`config.mk`:
```
export PLATFORM = sky130hd
export DESIGN_NAME = pwmr_top
export DESIGN_NICKNAME = d
export VERILOG_FILES = /design/src/rtl/pwmr_pkg.sv /design/src/rtl/pwmr_ramp_chan.sv /design/src/rtl/pwmr_top.sv
export SDC_FILE = /design/constraint.sdc
export NUM_CORES = 1
export LEC_CHECK = 0
export CORE_MARGIN = 3
export CORE_UTILIZATION = 35
export DETAILED_ROUTE_END_ITERATION = 12
export DONT_BUFFER_PORTS = 1
export PLACE_DENSITY = 0.45
export SYNTH_ARGS = -nofsm -noshare
export SYNTH_HDL_FRONTEND = slang
export SYNTH_SLANG_ARGS = --single-unit
export TNS_END_PERCENT = 1
```
`constraint.sdc`:
```
create_clock -name clk_i -period 10.6 [get_ports clk_i]
set_input_delay 1.59 -clock clk_i [delete_from_list [all_inputs] [get_ports clk_i]]
set_output_delay 1.59 -clock clk_i [all_outputs]
set_load 0.1 [all_outputs]
```
`src/rtl/pwmr_pkg.sv`:
```
package pwmr_pkg;

  // register offsets
  localparam logic [7:0] OFS_DUTY_NOW1 = 8'h30;
  localparam logic [7:0] OFS_DUTY_NOW2 = 8'h31;
  localparam logic [7:0] OFS_DUTY_NOW3 = 8'h32;
  localparam logic [7:0] OFS_CEIL1 = 8'h38;
  localparam logic [7:0] OFS_CEIL2 = 8'h39;
  localparam logic [7:0] OFS_CEIL3 = 8'h3A;
  localparam logic [7:0] OFS_CFG1 = 8'h5C;
  localparam logic [7:0] OFS_CFG2 = 8'h5D;
  localparam logic [7:0] OFS_CFG3 = 8'h5E;
  localparam logic [7:0] OFS_RAMP_ONE = 8'h62;
  localparam logic [7:0] OFS_RAMP_TWO = 8'h63;

  // reset values
  localparam logic [7:0] RST_DUTY = 8'h00;
  localparam logic [7:0] RST_CEIL = 8'hFF;
  localparam logic [7:0] RST_CFG = 8'h62;
  localparam logic [7:0] RST_RAMP = 8'h00;
  localparam logic [7:0] RD_ZERO = 8'h00;

  // field positions
  localparam int CFG_SLOW_BIT = 3;
  localparam int CFG_MODE_LSB = 5;
  localparam logic [2:0] MODE_MANUAL = 3'h7;
  localparam int RAMP1_EN_BIT = 3;
  localparam int RAMP1_CODE_LSB = 0;
  localparam int RAMP2_EN2_BIT = 7;
  localparam int RAMP2_CODE2_LSB = 4;
  localparam int RAMP2_EN3_BIT = 3;
  localparam int RAMP2_CODE3_LSB = 0;

  // duty scale: last slot index, one period is 255 slots
  localparam logic [7:0] SLOTS_MAX = 8'hFE;
  localparam logic [1:0] SLOW_LAST_PHASE = 2'h3;

  // timing: one update event per 35 s / 255 slots
  localparam int CLK_PERIOD_NS = 10;
  localparam longint UPDATE_PERIOD_NS = 137_254_902;
  localparam int UPDATE_CYCLES = int'(UPDATE_PERIOD_NS / CLK_PERIOD_NS);
  localparam int SLOT_CYCLES_DEF = 16;

  // per-channel ramp settings
  typedef struct packed {
    logic en;
    logic [2:0] code;
    logic slow;
  } pwmr_chan_cfg_t;

  // step size in slots for each code
  function automatic logic [7:0] step_of(input logic [2:0] code);
    case (code)
      3'h0: step_of = 8'h01;
      3'h1: step_of = 8'h02;
      3'h2: step_of = 8'h03;
      3'h3: step_of = 8'h05;
      3'h4: step_of = 8'h08;
      3'h5: step_of = 8'h0C;
      3'h6: step_of = 8'h18;
      default: step_of = 8'h30;
    endcase
  endfunction

  // smaller of two duty values
  function automatic logic [7:0] min8(input logic [7:0] a, input logic [7:0] b);
    min8 = (a < b) ? a : b;
  endfunction

endpackage

```
`src/rtl/pwmr_ramp_chan.sv`:
```
`timescale 1ns/10ps
module pwmr_ramp_chan (
  // clock and reset
  input wire logic clk_i,
  input wire logic rst_n_i,
  // update event and settings
  input wire logic tick_i,
  input wire pwmr_pkg::pwmr_chan_cfg_t cfg_i,
  input wire logic [7:0] target_i,
  // state
  output logic [7:0] duty_o,
  output logic [1:0] phase_o
);

  logic [7:0] duty_q, duty_d;
  logic [1:0] phase_q, phase_d;

  // step and distances to target
  wire [7:0] step = pwmr_pkg::step_of(cfg_i.code);
  wire [7:0] gap_up = target_i - duty_q;
  wire [7:0] gap_dn = duty_q - target_i;
  wire move_ok = tick_i && (!cfg_i.slow || phase_q == pwmr_pkg::SLOW_LAST_PHASE);

  // next duty: bypass, step up, step down, or hold
  always_comb begin
    duty_d = duty_q;
    if (tick_i && !cfg_i.en) begin
      duty_d = target_i;
    end else if (move_ok && target_i > duty_q) begin
      duty_d = duty_q + pwmr_pkg::min8(step, gap_up);
    end else if (move_ok && target_i < duty_q) begin
      duty_d = duty_q - pwmr_pkg::min8(step, gap_dn);
    end
  end

  // divide-by-4 phase counts update events while slow and ramp enabled
  always_comb begin
    phase_d = phase_q;
    if (!cfg_i.slow || !cfg_i.en) begin
      phase_d = 2'h0;
    end else if (tick_i) begin
      phase_d = phase_q + 2'h1;
    end
  end

  always_ff @(posedge clk_i or negedge rst_n_i) begin
    if (!rst_n_i) begin
      duty_q <= pwmr_pkg::RST_DUTY;
      phase_q <= 2'h0;
    end else begin
      duty_q <= duty_d;
      phase_q <= phase_d;
    end
  end

  assign duty_o = duty_q;
  assign phase_o = phase_q;

endmodule // pwmr_ramp_chan

```
`src/rtl/pwmr_top.sv`:
```
// Operation
// - pwm1 step code in ramp one bits 2..0
// - pwm3 step code in ramp two bits 2..0
// - pwm2 step code in ramp two bits 6..4
// - normal pace full ramp 35 s at step 1
// - config bit 3 slows channel ramp by four
// - slow pace full ramp 140 s at step 1
// - keep rising while target stays above duty
// - manual duty writes also ramp gradually
// - period is 255 slots, one slot per increment
// - compare target, add or subtract step, store
// - ramp enables at 0x62 bit 3, 0x63 bits 7/3
// - disabled channel follows target on each update
`timescale 1ns/10ps
module pwmr_top #(
  parameter int UPDATE_CYCLES = pwmr_pkg::UPDATE_CYCLES,
  parameter int SLOT_CYCLES = pwmr_pkg::SLOT_CYCLES_DEF
) (
  // clock and reset
  input wire logic clk_i,
  input wire logic rst_n_i,
  // register port
  input wire logic [7:0] addr_i,
  input wire logic [7:0] wdata_i,
  input wire logic wr_i,
  input wire logic rd_i,
  output logic [7:0] rdata_o,
  // computed duty from the temperature loop
  input wire logic [2:0][7:0] auto_duty_i,
  // fan drive
  output logic [2:0] pwm_o,
  output logic [2:0][7:0] duty_o,
  output logic tick_o
);

  localparam int TW = $clog2(UPDATE_CYCLES + 1);
  localparam int SW = $clog2(SLOT_CYCLES + 1);
  localparam logic [TW-1:0] TICK_LAST = TW'(UPDATE_CYCLES - 1);
  localparam logic [SW-1:0] SLOT_LAST = SW'(SLOT_CYCLES - 1);

  logic [2:0][7:0] cfg_q, ceil_q, man_q;
  logic [7:0] ramp1_q, ramp2_q, rdata_q;
  logic [TW-1:0] tick_cnt_q;
  logic tick_q;
  logic [SW-1:0] slot_div_q;
  logic [7:0] slot_q;
  logic [2:0][7:0] duty;
  logic [2:0][1:0] phase;
  logic [2:0][7:0] tgt;
  logic [2:0] manual;
  pwmr_pkg::pwmr_chan_cfg_t [2:0] ccfg;

  // write decode
  wire [2:0] wr_duty = {3{wr_i}} & {addr_i == pwmr_pkg::OFS_DUTY_NOW3,
    addr_i == pwmr_pkg::OFS_DUTY_NOW2, addr_i == pwmr_pkg::OFS_DUTY_NOW1};
  wire [2:0] wr_ceil = {3{wr_i}} & {addr_i == pwmr_pkg::OFS_CEIL3,
    addr_i == pwmr_pkg::OFS_CEIL2, addr_i == pwmr_pkg::OFS_CEIL1};
  wire [2:0] wr_cfg = {3{wr_i}} & {addr_i == pwmr_pkg::OFS_CFG3,
    addr_i == pwmr_pkg::OFS_CFG2, addr_i == pwmr_pkg::OFS_CFG1};
  wire wr_r1 = wr_i && addr_i == pwmr_pkg::OFS_RAMP_ONE;
  wire wr_r2 = wr_i && addr_i == pwmr_pkg::OFS_RAMP_TWO;

  // per-channel ramp settings from the two control registers
  assign ccfg[0].en = ramp1_q[pwmr_pkg::RAMP1_EN_BIT];
  assign ccfg[0].code = ramp1_q[pwmr_pkg::RAMP1_CODE_LSB +: 3];
  assign ccfg[1].en = ramp2_q[pwmr_pkg::RAMP2_EN2_BIT];
  assign ccfg[1].code = ramp2_q[pwmr_pkg::RAMP2_CODE2_LSB +: 3];
  assign ccfg[2].en = ramp2_q[pwmr_pkg::RAMP2_EN3_BIT];
  assign ccfg[2].code = ramp2_q[pwmr_pkg::RAMP2_CODE3_LSB +: 3];

  // target: manual value or loop value, capped by the ceiling
  for (genvar i = 0; i < 3; i++) begin : g_ch
    assign ccfg[i].slow = cfg_q[i][pwmr_pkg::CFG_SLOW_BIT];
    assign manual[i] = cfg_q[i][pwmr_pkg::CFG_MODE_LSB +: 3] == pwmr_pkg::MODE_MANUAL;
    assign tgt[i] = pwmr_pkg::min8(manual[i] ? man_q[i] : auto_duty_i[i], ceil_q[i]);

    pwmr_ramp_chan u_chan (
      .clk_i(clk_i),
      .rst_n_i(rst_n_i),
      .tick_i(tick_q),
      .cfg_i(ccfg[i]),
      .target_i(tgt[i]),
      .duty_o(duty[i]),
      .phase_o(phase[i])
    );
  end

  // register writes
  always_ff @(posedge clk_i or negedge rst_n_i) begin
    if (!rst_n_i) begin
      cfg_q <= {3{pwmr_pkg::RST_CFG}};
      ceil_q <= {3{pwmr_pkg::RST_CEIL}};
      man_q <= {3{pwmr_pkg::RST_DUTY}};
      ramp1_q <= pwmr_pkg::RST_RAMP;
      ramp2_q <= pwmr_pkg::RST_RAMP;
    end else begin
      for (int i = 0; i < 3; i++) begin
        if (wr_duty[i]) man_q[i] <= wdata_i;
        if (wr_ceil[i]) ceil_q[i] <= wdata_i;
        if (wr_cfg[i]) cfg_q[i] <= wdata_i;
      end
      if (wr_r1) ramp1_q <= wdata_i;
      if (wr_r2) ramp2_q <= wdata_i;
    end
  end

  // read mux, unmapped reads zero
  logic [7:0] rd_mux;
  always_comb begin
    case (addr_i)
      pwmr_pkg::OFS_DUTY_NOW1: rd_mux = duty[0];
      pwmr_pkg::OFS_DUTY_NOW2: rd_mux = duty[1];
      pwmr_pkg::OFS_DUTY_NOW3: rd_mux = duty[2];
      pwmr_pkg::OFS_CEIL1: rd_mux = ceil_q[0];
      pwmr_pkg::OFS_CEIL2: rd_mux = ceil_q[1];
      pwmr_pkg::OFS_CEIL3: rd_mux = ceil_q[2];
      pwmr_pkg::OFS_CFG1: rd_mux = cfg_q[0];
      pwmr_pkg::OFS_CFG2: rd_mux = cfg_q[1];
      pwmr_pkg::OFS_CFG3: rd_mux = cfg_q[2];
      pwmr_pkg::OFS_RAMP_ONE: rd_mux = ramp1_q;
      pwmr_pkg::OFS_RAMP_TWO: rd_mux = ramp2_q;
      default: rd_mux = pwmr_pkg::RD_ZERO;
    endcase
  end

  // read data stands one cycle only
  always_ff @(posedge clk_i or negedge rst_n_i) begin
    if (!rst_n_i) rdata_q <= pwmr_pkg::RD_ZERO;
    else rdata_q <= rd_i ? rd_mux : pwmr_pkg::RD_ZERO;
  end

  // update event generator, one pulse per update period
  always_ff @(posedge clk_i or negedge rst_n_i) begin
    if (!rst_n_i) begin
      tick_cnt_q <= '0;
      tick_q <= 1'b0;
    end else begin
      tick_q <= tick_cnt_q == TICK_LAST;
      tick_cnt_q <= (tick_cnt_q == TICK_LAST) ? '0 : tick_cnt_q + 1'b1;
    end
  end

  // slot counter, 255 slots per period
  always_ff @(posedge clk_i or negedge rst_n_i) begin
    if (!rst_n_i) begin
      slot_div_q <= '0;
      slot_q <= 8'h00;
    end else if (slot_div_q == SLOT_LAST) begin
      slot_div_q <= '0;
      slot_q <= (slot_q == pwmr_pkg::SLOTS_MAX) ? 8'h00 : slot_q + 8'h01;
    end else begin
      slot_div_q <= slot_div_q + 1'b1;
    end
  end

  // pwm pins high for duty slots of each period
  logic [2:0] pwm_q;
  always_ff @(posedge clk_i or negedge rst_n_i) begin
    if (!rst_n_i) pwm_q <= 3'h0;
    else for (int i = 0; i < 3; i++) pwm_q[i] <= slot_q < duty[i];
  end

  assign pwm_o = pwm_q;
  assign duty_o = duty;
  assign tick_o = tick_q;
  assign rdata_o = rdata_q;

  wire [7:0] step0 = pwmr_pkg::step_of(ccfg[0].code);
  wire [7:0] step1 = pwmr_pkg::step_of(ccfg[1].code);
  wire [7:0] step2 = pwmr_pkg::step_of(ccfg[2].code);
endmodule // pwmr_top

```
==> results_tabular.tex, run 1 <==
\begin{tabular}{lr}
\hline
Metric & Value \\
\hline
\multicolumn{2}{l}{\textbf{Status}} \\
\quad Outcome & completed \\
\multicolumn{2}{l}{\textbf{Timing}} \\
\quad Number of endpoints failing setup at the final stage & 0 \\
\quad Total negative slack for setup checks & 0 ns \\
\quad Number of pins with negative max-slew slack in the final report & 0 \\
\quad Count of final hold-check violations & 0 \\
\quad Setup slack after layout & 1.66 ns \\
\quad Fin crit share & 84.4\% \\
\quad Tightest Pin Transition & between 1 and 1.5 ns \\
\quad Max Clock Freq & 112 MHz \\
\quad Shortest period the worst path allows & 8.94 ns \\
\quad Setup repair after global routing missed its margin & no \\
\quad Final Skew & roughly 0.017 ns \\
\quad Max-slew headroom at the worst pin & 24.1\% \\
\multicolumn{2}{l}{\textbf{Critical path}} \\
\quad Critical Path Most Common Cell & sky130\_fd\_sc\_hd\_\_ha\_1 \\
\quad Cell at the slowest stage of the critical path & sky130\_fd\_sc\_hd\_\_dfstp\_2 \\
\quad Worst Path Max Fanout & 17 \\
\quad Worst EP arrival & around 9.3 ns \\
\quad Critical Path Sink & g\_ch[1].u\_chan.duty\_o[7] \\
\quad Required time worst endpoint & 10.92 ns \\
\quad R2r worst-path depth & 35 \\
\quad Type of element capturing the critical path & register \\
\quad Internal reg-to-reg setup slack & between 1.5 and 2 ns \\
\quad Startpoint kind of the worst setup timing path & register \\
\quad R2r startpoint & cfg\_q[13] \\
\quad Type of the worst setup path & reg -> reg \\
\quad Reg-to-reg endpoint & g\_ch[1].u\_chan.duty\_o[7] \\
\quad Worst setup path startpoint & cfg\_q[13] \\
\quad Critical path's largest stage delay & roughly 0.63 ns \\
\multicolumn{2}{l}{\textbf{Route}} \\
\quad 1st-pass router iterations & 5 \\
\quad Iteration-0 DRC Markers & 872 \\
\quad Routed wire length per instance & 21.4 microns \\
\quad Via density per instance & 5.49 \\
\quad Number of design rule violations left after detail routing & 0 \\
\quad Final wirelength & 43900 microns \\
\quad Antenna-violating nets left & 0 \\
\quad Via total after detailed routing & 11262 \\
\multicolumn{2}{l}{\textbf{Finish}} \\
\quad Ant diodes & 0 \\
\quad Nets@finish & 1715 \\
\quad Commonest non-fill, non-tap cells in the layout & sky130\_fd\_sc\_hd\_\_ha\_1 (146), sky130\_fd\_sc\_hd\_\_dfrtp\_1 (133), sky130\_fd\_sc\_hd\_\_inv\_1 (130) \\
\quad Layout overhead on the synthesized area & 9.36\% \\
\quad Fraction of layout instances using a drive strength above 1 & between 10\% and 20\% \\
\quad Most common cell after layout, fill and taps aside & sky130\_fd\_sc\_hd\_\_ha\_1 \\
\quad Area occupied by multi-input gates & 8930 sq um \\
\quad Flip-flop and latch area & 4220 sq um \\
\quad Layout fillers & 3931 \\
\multicolumn{2}{l}{\textbf{Global route}} \\
\quad Number of antenna violations at the first check in global routing & 2 \\
\quad Maximum number of pins on one net before global-route repair & 168 \\
\quad Global-route wire length before repair & 68100 microns \\
\quad GRT Residual Overflow & 0 \\
\quad Global routing usage on met3 & 4.24\% \\
\quad Layer carrying the most global-route usage & met2 \\
\quad Via count of the first global-routing pass & 11180 \\
\quad Met2 usage in global routing & 32.9\% \\
\quad Tot GR Track Use & 21.2\% \\
\quad Global-route met1 utilization & 30.1\% \\
\multicolumn{2}{l}{\textbf{Floorplan}} \\
\quad Area of the die & 42000 sq um \\
\quad Chip Width & 205 microns \\
\quad Y dimension of the die & 205 microns \\
\quad I/O Pins & 80 \\
\quad Area of the core region & 38800 sq um \\
\quad Cell row count & 72 \\
\quad Initial core utilization & 35.6\% \\
\multicolumn{2}{l}{\textbf{Synth}} \\
\quad Count of flip-flops with a built-in enable after synthesis & 0 \\
\quad Sequential fraction of the synthesis area & 30.5\% \\
\quad Cell count after synthesis & 1522 \\
\quad Area share of the largest cell type after synthesis & 24.2\% \\
\quad Largest area contributor in the netlist & sky130\_fd\_sc\_hd\_\_dfrtp\_1 \\
\quad Synth Flop Type & sky130\_fd\_sc\_hd\_\_dfrtp\_1 \\
\quad Post-synthesis instance area & $\sim$14000 sq um \\
\quad Number of warnings reported in the yosys synthesis log & 0 \\
\quad Dominant cells by area after synthesis & sky130\_fd\_sc\_hd\_\_dfrtp\_1 (24\%), sky130\_fd\_sc\_hd\_\_ha\_1 (13\%), sky130\_fd\_sc\_hd\_\_mux2\_2 (9.1\%) \\
\quad Number of register bits inferred by synthesis & 167 \\
\quad Net Count, Synth & between 1500 and 2000 \\
\quad FFs w/ async S/R, synth & 100\% \\
\quad Unique masters post-synth & 71 \\
\quad Post-Syn Area per Cell & just over 9 sq um \\
\multicolumn{2}{l}{\textbf{Clock tree}} \\
\quad Maximum root-to-sink buffer count & 2 \\
\quad Number of buffers added to fix hold violations after cts & 0 \\
\quad Clock-pin slew of the registers on the worst-case setup and hold paths & about 0.080 ns \\
\quad Htree depth & 4 \\
\quad Sink Count & between 150 and 200 \\
\quad Total clock buffers created by CTS & 17 \\
\quad Post\_cts resized & 0 \\
\quad TritonCTS clock tree & done \\
\quad Total setup buffers inserted after CTS & 0 \\
\quad Cell chosen for the clock root & sky130\_fd\_sc\_hd\_\_clkbuf\_16 \\
\quad Clock network latency to the later pin of the worst-skew pair & $\sim$0.45 ns \\
\multicolumn{2}{l}{\textbf{Placed design}} \\
\quad Post-Place Worst Slack & 1.23 ns \\
\quad Routability congestion estimate & just under 0.9 \\
\quad HPWL after detailed placement & 33900 microns \\
\quad Input/output buffers & 0 \\
\multicolumn{2}{l}{\textbf{Power and ir drop}} \\
\quad Static Leakage & 7.18 nW \\
\quad Power per cell area & approximately 110 nW/um\^{}2 \\
\quad Worst VDD drop & 0.116 mV \\
\multicolumn{2}{l}{\textbf{Job}} \\
\quad Count of maximum capacitance violations & 0 \\
\multicolumn{2}{l}{\textbf{Min path}} \\
\quad Hold WC Path Type & reg -> reg \\
\quad Worst hold path depth & 1 \\
\hline
\end{tabular}
## how the worst min path moves through the flow
stage,start,to
after floorplan,slot_div_q[0],slot_div_q[0]
after global placement,slot_div_q[0],slot_div_q[0]
after detailed placement,slot_div_q[0],slot_div_q[0]
after CTS,slot_div_q[0],slot_div_q[0]
after global routing,slot_div_q[0],slot_div_q[0]
final,slot_div_q[0],slot_div_q[0]
## sequential cells by signal, indices dropped and copies added (netlist names)
register and flops:
cfg_q 21, rdata_o 8, tick_o 1, ceil_q 24
slot_div_q 5, slot_q 8, tick_cnt_q 24, ccfg 3
ramp1_q 8, g_ch.u_chan.duty_o 24, pwm_o 3, g_ch.u_chan.phase_o 6
ramp2_q 8, man_q 24
## metrics by stage
stage,util [%],hold WS (ns),power (mW),instance area [sq um],instances
after detailed placement,37.4,0.457,0.957,14500,2018
final,39.0,0.463,1.60,15100,2050
after global placement,37.4,0.451,0.957,14500,2018
after global routing,39.0,0.489,1.68,15100,2050
after CTS,39.0,0.467,1.62,15100,2050
after floorplan,-,0.433,0.893,13800,1522
## critical path: cells and delay by family (launching register included)
family                   cells  cell delay, ns
buffers and inverters        4            0.57
multiplexers                 5            1.68
AND/OR/NAND/NOR              3            0.73
adder cells (fa/ha/maj)      5            1.47
XOR/XNOR                     4            0.74
flip-flops                   1            0.63
AO/OA/AOI/OAI               14            2.99
## power by group
part | internal, mW | switching (mW) | total (mW)
registers | 0.658 | 0.0227 | 0.681
logic | 0.116 | 0.152 | 0.268
clock network | 0.340 | 0.313 | 0.653
total | 1.11 | 0.488 | 1.60
## cell families after synthesis
family,share of synthesized area (%)
AND/OR/NAND/NOR,13.8
XOR/XNOR,5.70
flip-flops,30.5
buffers and inverters,5.01
adder cells (fa/ha/maj),14.1
multiplexers,14.1
AO/OA/AOI/OAI,16.9
## per-layer routing
layer	part of all wire [%]	vias up
met1	48	5502
met5	0.046	-
met3	5.1	44
li1	-	5446
met2	45	268
met4	2.0	2
## cells in the mapped netlist, drive strengths merged, types with 11 or more instances
cell type,instances
a21o,29
a21oi,93
nor2,100
nor3,18
nand3,30
nand2,124
mux2i,69
xnor2,51
xor2,39
o21bai,14
a22oi,11
and3,18
o211ai,14
a211oi,11
mux2,112
o21ai,78
clkbuf,47
dfrtp,134
a221oi,16
nor2b,19
nand4,15
ha,146
dfstp,33
o21a,13
inv,130
a31oi,17
nand2b,23
## layout make-up
| cell class | count | area share, % |
|---|---|---|
| repair buffers | 31 | 1.54 |
| multi-input cells | 1172 | 59.0 |
| inverters | 130 | 3.22 |
| flip-flops and latches | 167 | 27.9 |
| clock inverters | 15 | 1.23 |
| clock buffers | 17 | 2.81 |
| well taps | 518 | 4.28 |
Note: power is estimated with default switching activity, not from simulation.
==> run 2, diff against run 1 <==
- clock period: 10.6 -> 9.25 ns (I/O delays scaled with it)
==> run 2 against run 1 <==
  * Cell count is essentially flat
  * Die area stayed put
  * Design area rose by 0.15%
  * Power increased by 15%
  * Via count decreased by 0.81%
  * Fmax rose by 4.6%
  * First-iteration DRC count shrank 21%
  * Sequential power up 15%
  * Clock-buffer cell count unchanged
  * Highest routed layer unchanged
==> results_tabular.tex, run 2 (same netlist as run 1, synthesis figures left out) <==
\begin{tabular}{lr}
\hline
Metric & Value \\
\hline
\multicolumn{2}{l}{\textbf{Status}} \\
\quad Outcome & completed \\
\multicolumn{2}{l}{\textbf{Route}} \\
\quad Via density per instance & between 5 and 6 \\
\quad 1st-pass router iterations & 5 \\
\quad Via total after detailed routing & around 11000 \\
\quad Final wirelength & 43900 microns \\
\quad Number of design rule violations left after detail routing & 0 \\
\quad Routed wire length per instance & 21.4 microns \\
\quad Iteration-0 DRC Markers & 688 \\
\quad Antenna-violating nets left & 0 \\
\multicolumn{2}{l}{\textbf{Critical path}} \\
\quad Critical Path Most Common Cell & sky130\_fd\_sc\_hd\_\_ha\_1 \\
\quad Type of the worst setup path & reg -> reg \\
\quad R2r startpoint & cfg\_q[22] \\
\quad Internal reg-to-reg setup slack & 0.70 ns \\
\quad Worst EP arrival & 8.87 ns \\
\quad Worst path bufs/invs & 3 \\
\quad Worst setup path startpoint & cfg\_q[22] \\
\quad Family with the most delay on the worst path & compound AO/OA/AOI/OAI gates \\
\quad Type of element capturing the critical path & register \\
\quad Worst Path Max Fanout & 10 \\
\quad Cell at the slowest stage of the critical path & sky130\_fd\_sc\_hd\_\_dfstp\_2 \\
\quad Required time worst endpoint & around 9.6 ns \\
\quad Startpoint kind of the worst setup timing path & register \\
\quad Critical path's largest stage delay & 0.58 ns \\
\multicolumn{2}{l}{\textbf{Global route}} \\
\quad Tot GR Track Use & 21.1\% \\
\quad GRT Residual Overflow & 0 \\
\quad Global-route wire length before repair & 67600 microns \\
\quad Maximum number of pins on one net before global-route repair & 168 \\
\quad Via count of the first global-routing pass & about 11000 \\
\quad Number of antenna violations at the first check in global routing & 1 \\
\multicolumn{2}{l}{\textbf{Clock tree}} \\
\quad Clock network latency to the later pin of the worst-skew pair & 0.46 ns \\
\quad Clock-pin slew of the registers on the worst-case setup and hold paths & roughly 0.07 ns \\
\quad Sink Count & 167 \\
\quad Post\_cts resized & 0 \\
\quad Number of buffers added to fix hold violations after cts & 0 \\
\quad Total clock buffers created by CTS & 17 \\
\quad Total setup buffers inserted after CTS & 0 \\
\quad Maximum root-to-sink buffer count & 2 \\
\quad TritonCTS clock tree & done \\
\quad Cell chosen for the clock root & sky130\_fd\_sc\_hd\_\_clkbuf\_16 \\
\quad Htree depth & 4 \\
\multicolumn{2}{l}{\textbf{Timing}} \\
\quad Setup slack after layout & 0.702 ns \\
\quad Count of final hold-check violations & 0 \\
\quad Final Skew & 0.0180 ns \\
\quad Max Clock Freq & about 120 MHz \\
\quad Tightest Pin Transition & between 1 and 1.5 ns \\
\quad Fin crit share & approximately 92\% \\
\quad Shortest period the worst path allows & around 8.5 ns \\
\quad Max-slew headroom at the worst pin & 16.9\% \\
\quad Number of endpoints failing setup at the final stage & 0 \\
\quad Setup repair after global routing missed its margin & no \\
\quad Total negative slack for setup checks & 0 ns \\
\quad Number of pins with negative max-slew slack in the final report & 0 \\
\multicolumn{2}{l}{\textbf{Finish}} \\
\quad Area occupied by multi-input gates & between 8000 and 9000 sq um \\
\quad Layout overhead on the synthesized area & 9.52\% \\
\quad Commonest non-fill, non-tap cells in the layout & sky130\_fd\_sc\_hd\_\_ha\_1 (146), sky130\_fd\_sc\_hd\_\_dfrtp\_1 (133), sky130\_fd\_sc\_hd\_\_inv\_1 (130) \\
\quad Nets@finish & 1717 \\
\quad Fraction of layout instances using a drive strength above 1 & 15.1\% \\
\quad Most common cell after layout, fill and taps aside & sky130\_fd\_sc\_hd\_\_ha\_1 \\
\quad Final Cell Area & 15200 sq um \\
\quad Flip-flop and latch area & around 4200 sq um \\
\quad Layout fillers & 3935 \\
\quad Ant diodes & 0 \\
\multicolumn{2}{l}{\textbf{Placed design}} \\
\quad Post-Place Worst Slack & around 0.20 ns \\
\quad Total placed instance area & 14500 sq um \\
\quad HPWL after detailed placement & 34100 microns \\
\quad Routability congestion estimate & $\sim$0.89 \\
\quad Input/output buffers & 0 \\
\multicolumn{2}{l}{\textbf{Power and ir drop}} \\
\quad Static Leakage & 7.18 nW \\
\quad Power per cell area & roughly 120 nW/um\^{}2 \\
\quad Worst VDD drop & approximately 0.13 mV \\
\multicolumn{2}{l}{\textbf{Job}} \\
\quad Count of maximum capacitance violations & 0 \\
\multicolumn{2}{l}{\textbf{Floorplan}} \\
\quad Area of the die & about 42000 sq um \\
\quad Chip Width & 205 microns \\
\quad Area of the core region & between 30000 and 40000 sq um \\
\quad Cell row count & 72 \\
\quad I/O Pins & 80 \\
\quad Initial core utilization & between 30\% and 40\% \\
\quad Y dimension of the die & 205 microns \\
\multicolumn{2}{l}{\textbf{Min path}} \\
\quad Hold WC Path Type & reg -> reg \\
\quad Critical hold path startpoint & slot\_div\_q[0] \\
\hline
\end{tabular}
==> run 2: changes by cell type in the layout (fill, tap and decap cells not counted) <==
cell                         delta
sky130_fd_sc_hd__mux2i_1        -2
sky130_fd_sc_hd__inv_6          +5
sky130_fd_sc_hd__clkinvlp_4     -1
sky130_fd_sc_hd__nand3_2        +1
sky130_fd_sc_hd__clkinv_4       -3
sky130_fd_sc_hd__clkinv_8       +3
sky130_fd_sc_hd__mux2i_2        +2
sky130_fd_sc_hd__buf_4          +2
sky130_fd_sc_hd__bufinv_16      -1
sky130_fd_sc_hd__inv_8          -3
sky130_fd_sc_hd__nand3_1        -1
==> run 2: where the power goes <==
| group | total [mW] | internal (mW) | switching, mW | leakage (nW) |
|---|---|---|---|---|
| sequential | 0.780 | 0.754 | 0.0260 | 2.10 |
| combinational | 0.312 | 0.137 | 0.175 | 4.79 |
| clock | 0.743 | 0.367 | 0.377 | 0.294 |
==> run 2: final cells by class <==
class | instances | share of cell area [%]
inverter | 130 | 3.22
multi-input combinational | 1172 | 59.0
timing repair buffer | 33 | 1.63
tap | 518 | 4.28
clock buffer | 17 | 2.81
clock inverter | 15 | 1.20
sequential | 167 | 27.9
==> run 2: worst paths after layout <==
kind                                             to  cells after the start
max                        g_ch[2].u_chan.duty_o[7]                     37
min                                   slot_div_q[0]                      1
max reg2reg                g_ch[2].u_chan.duty_o[7]                     37
min reg2reg                           slot_div_q[0]                      1
max in group asynchronous                 ceil_q[5]                      0
min in group asynchronous  g_ch[1].u_chan.duty_o[6]                      0
==> run 2: metal layers <==
metal  vias up  track usage, %  wire length [microns]
li1       5443               -                      -
met1      5460            29.5                  21100
met2       232            34.2                  20300
met3        34            3.89                   2000
met4         2            4.25                    523
met5         -               0                     20
==> run 2: per-stage QoR <==
stage                     power, mW  util (%)  instances  hold slack, ns
after global routing           1.92      39.0       2052           0.502
after CTS                      1.85      39.0       2052           0.469
final                          1.84      39.0       2052           0.462
after global placement         1.10      37.4       2020           0.451
after detailed placement       1.10      37.4       2020           0.459
after floorplan                1.02         -       1522           0.433
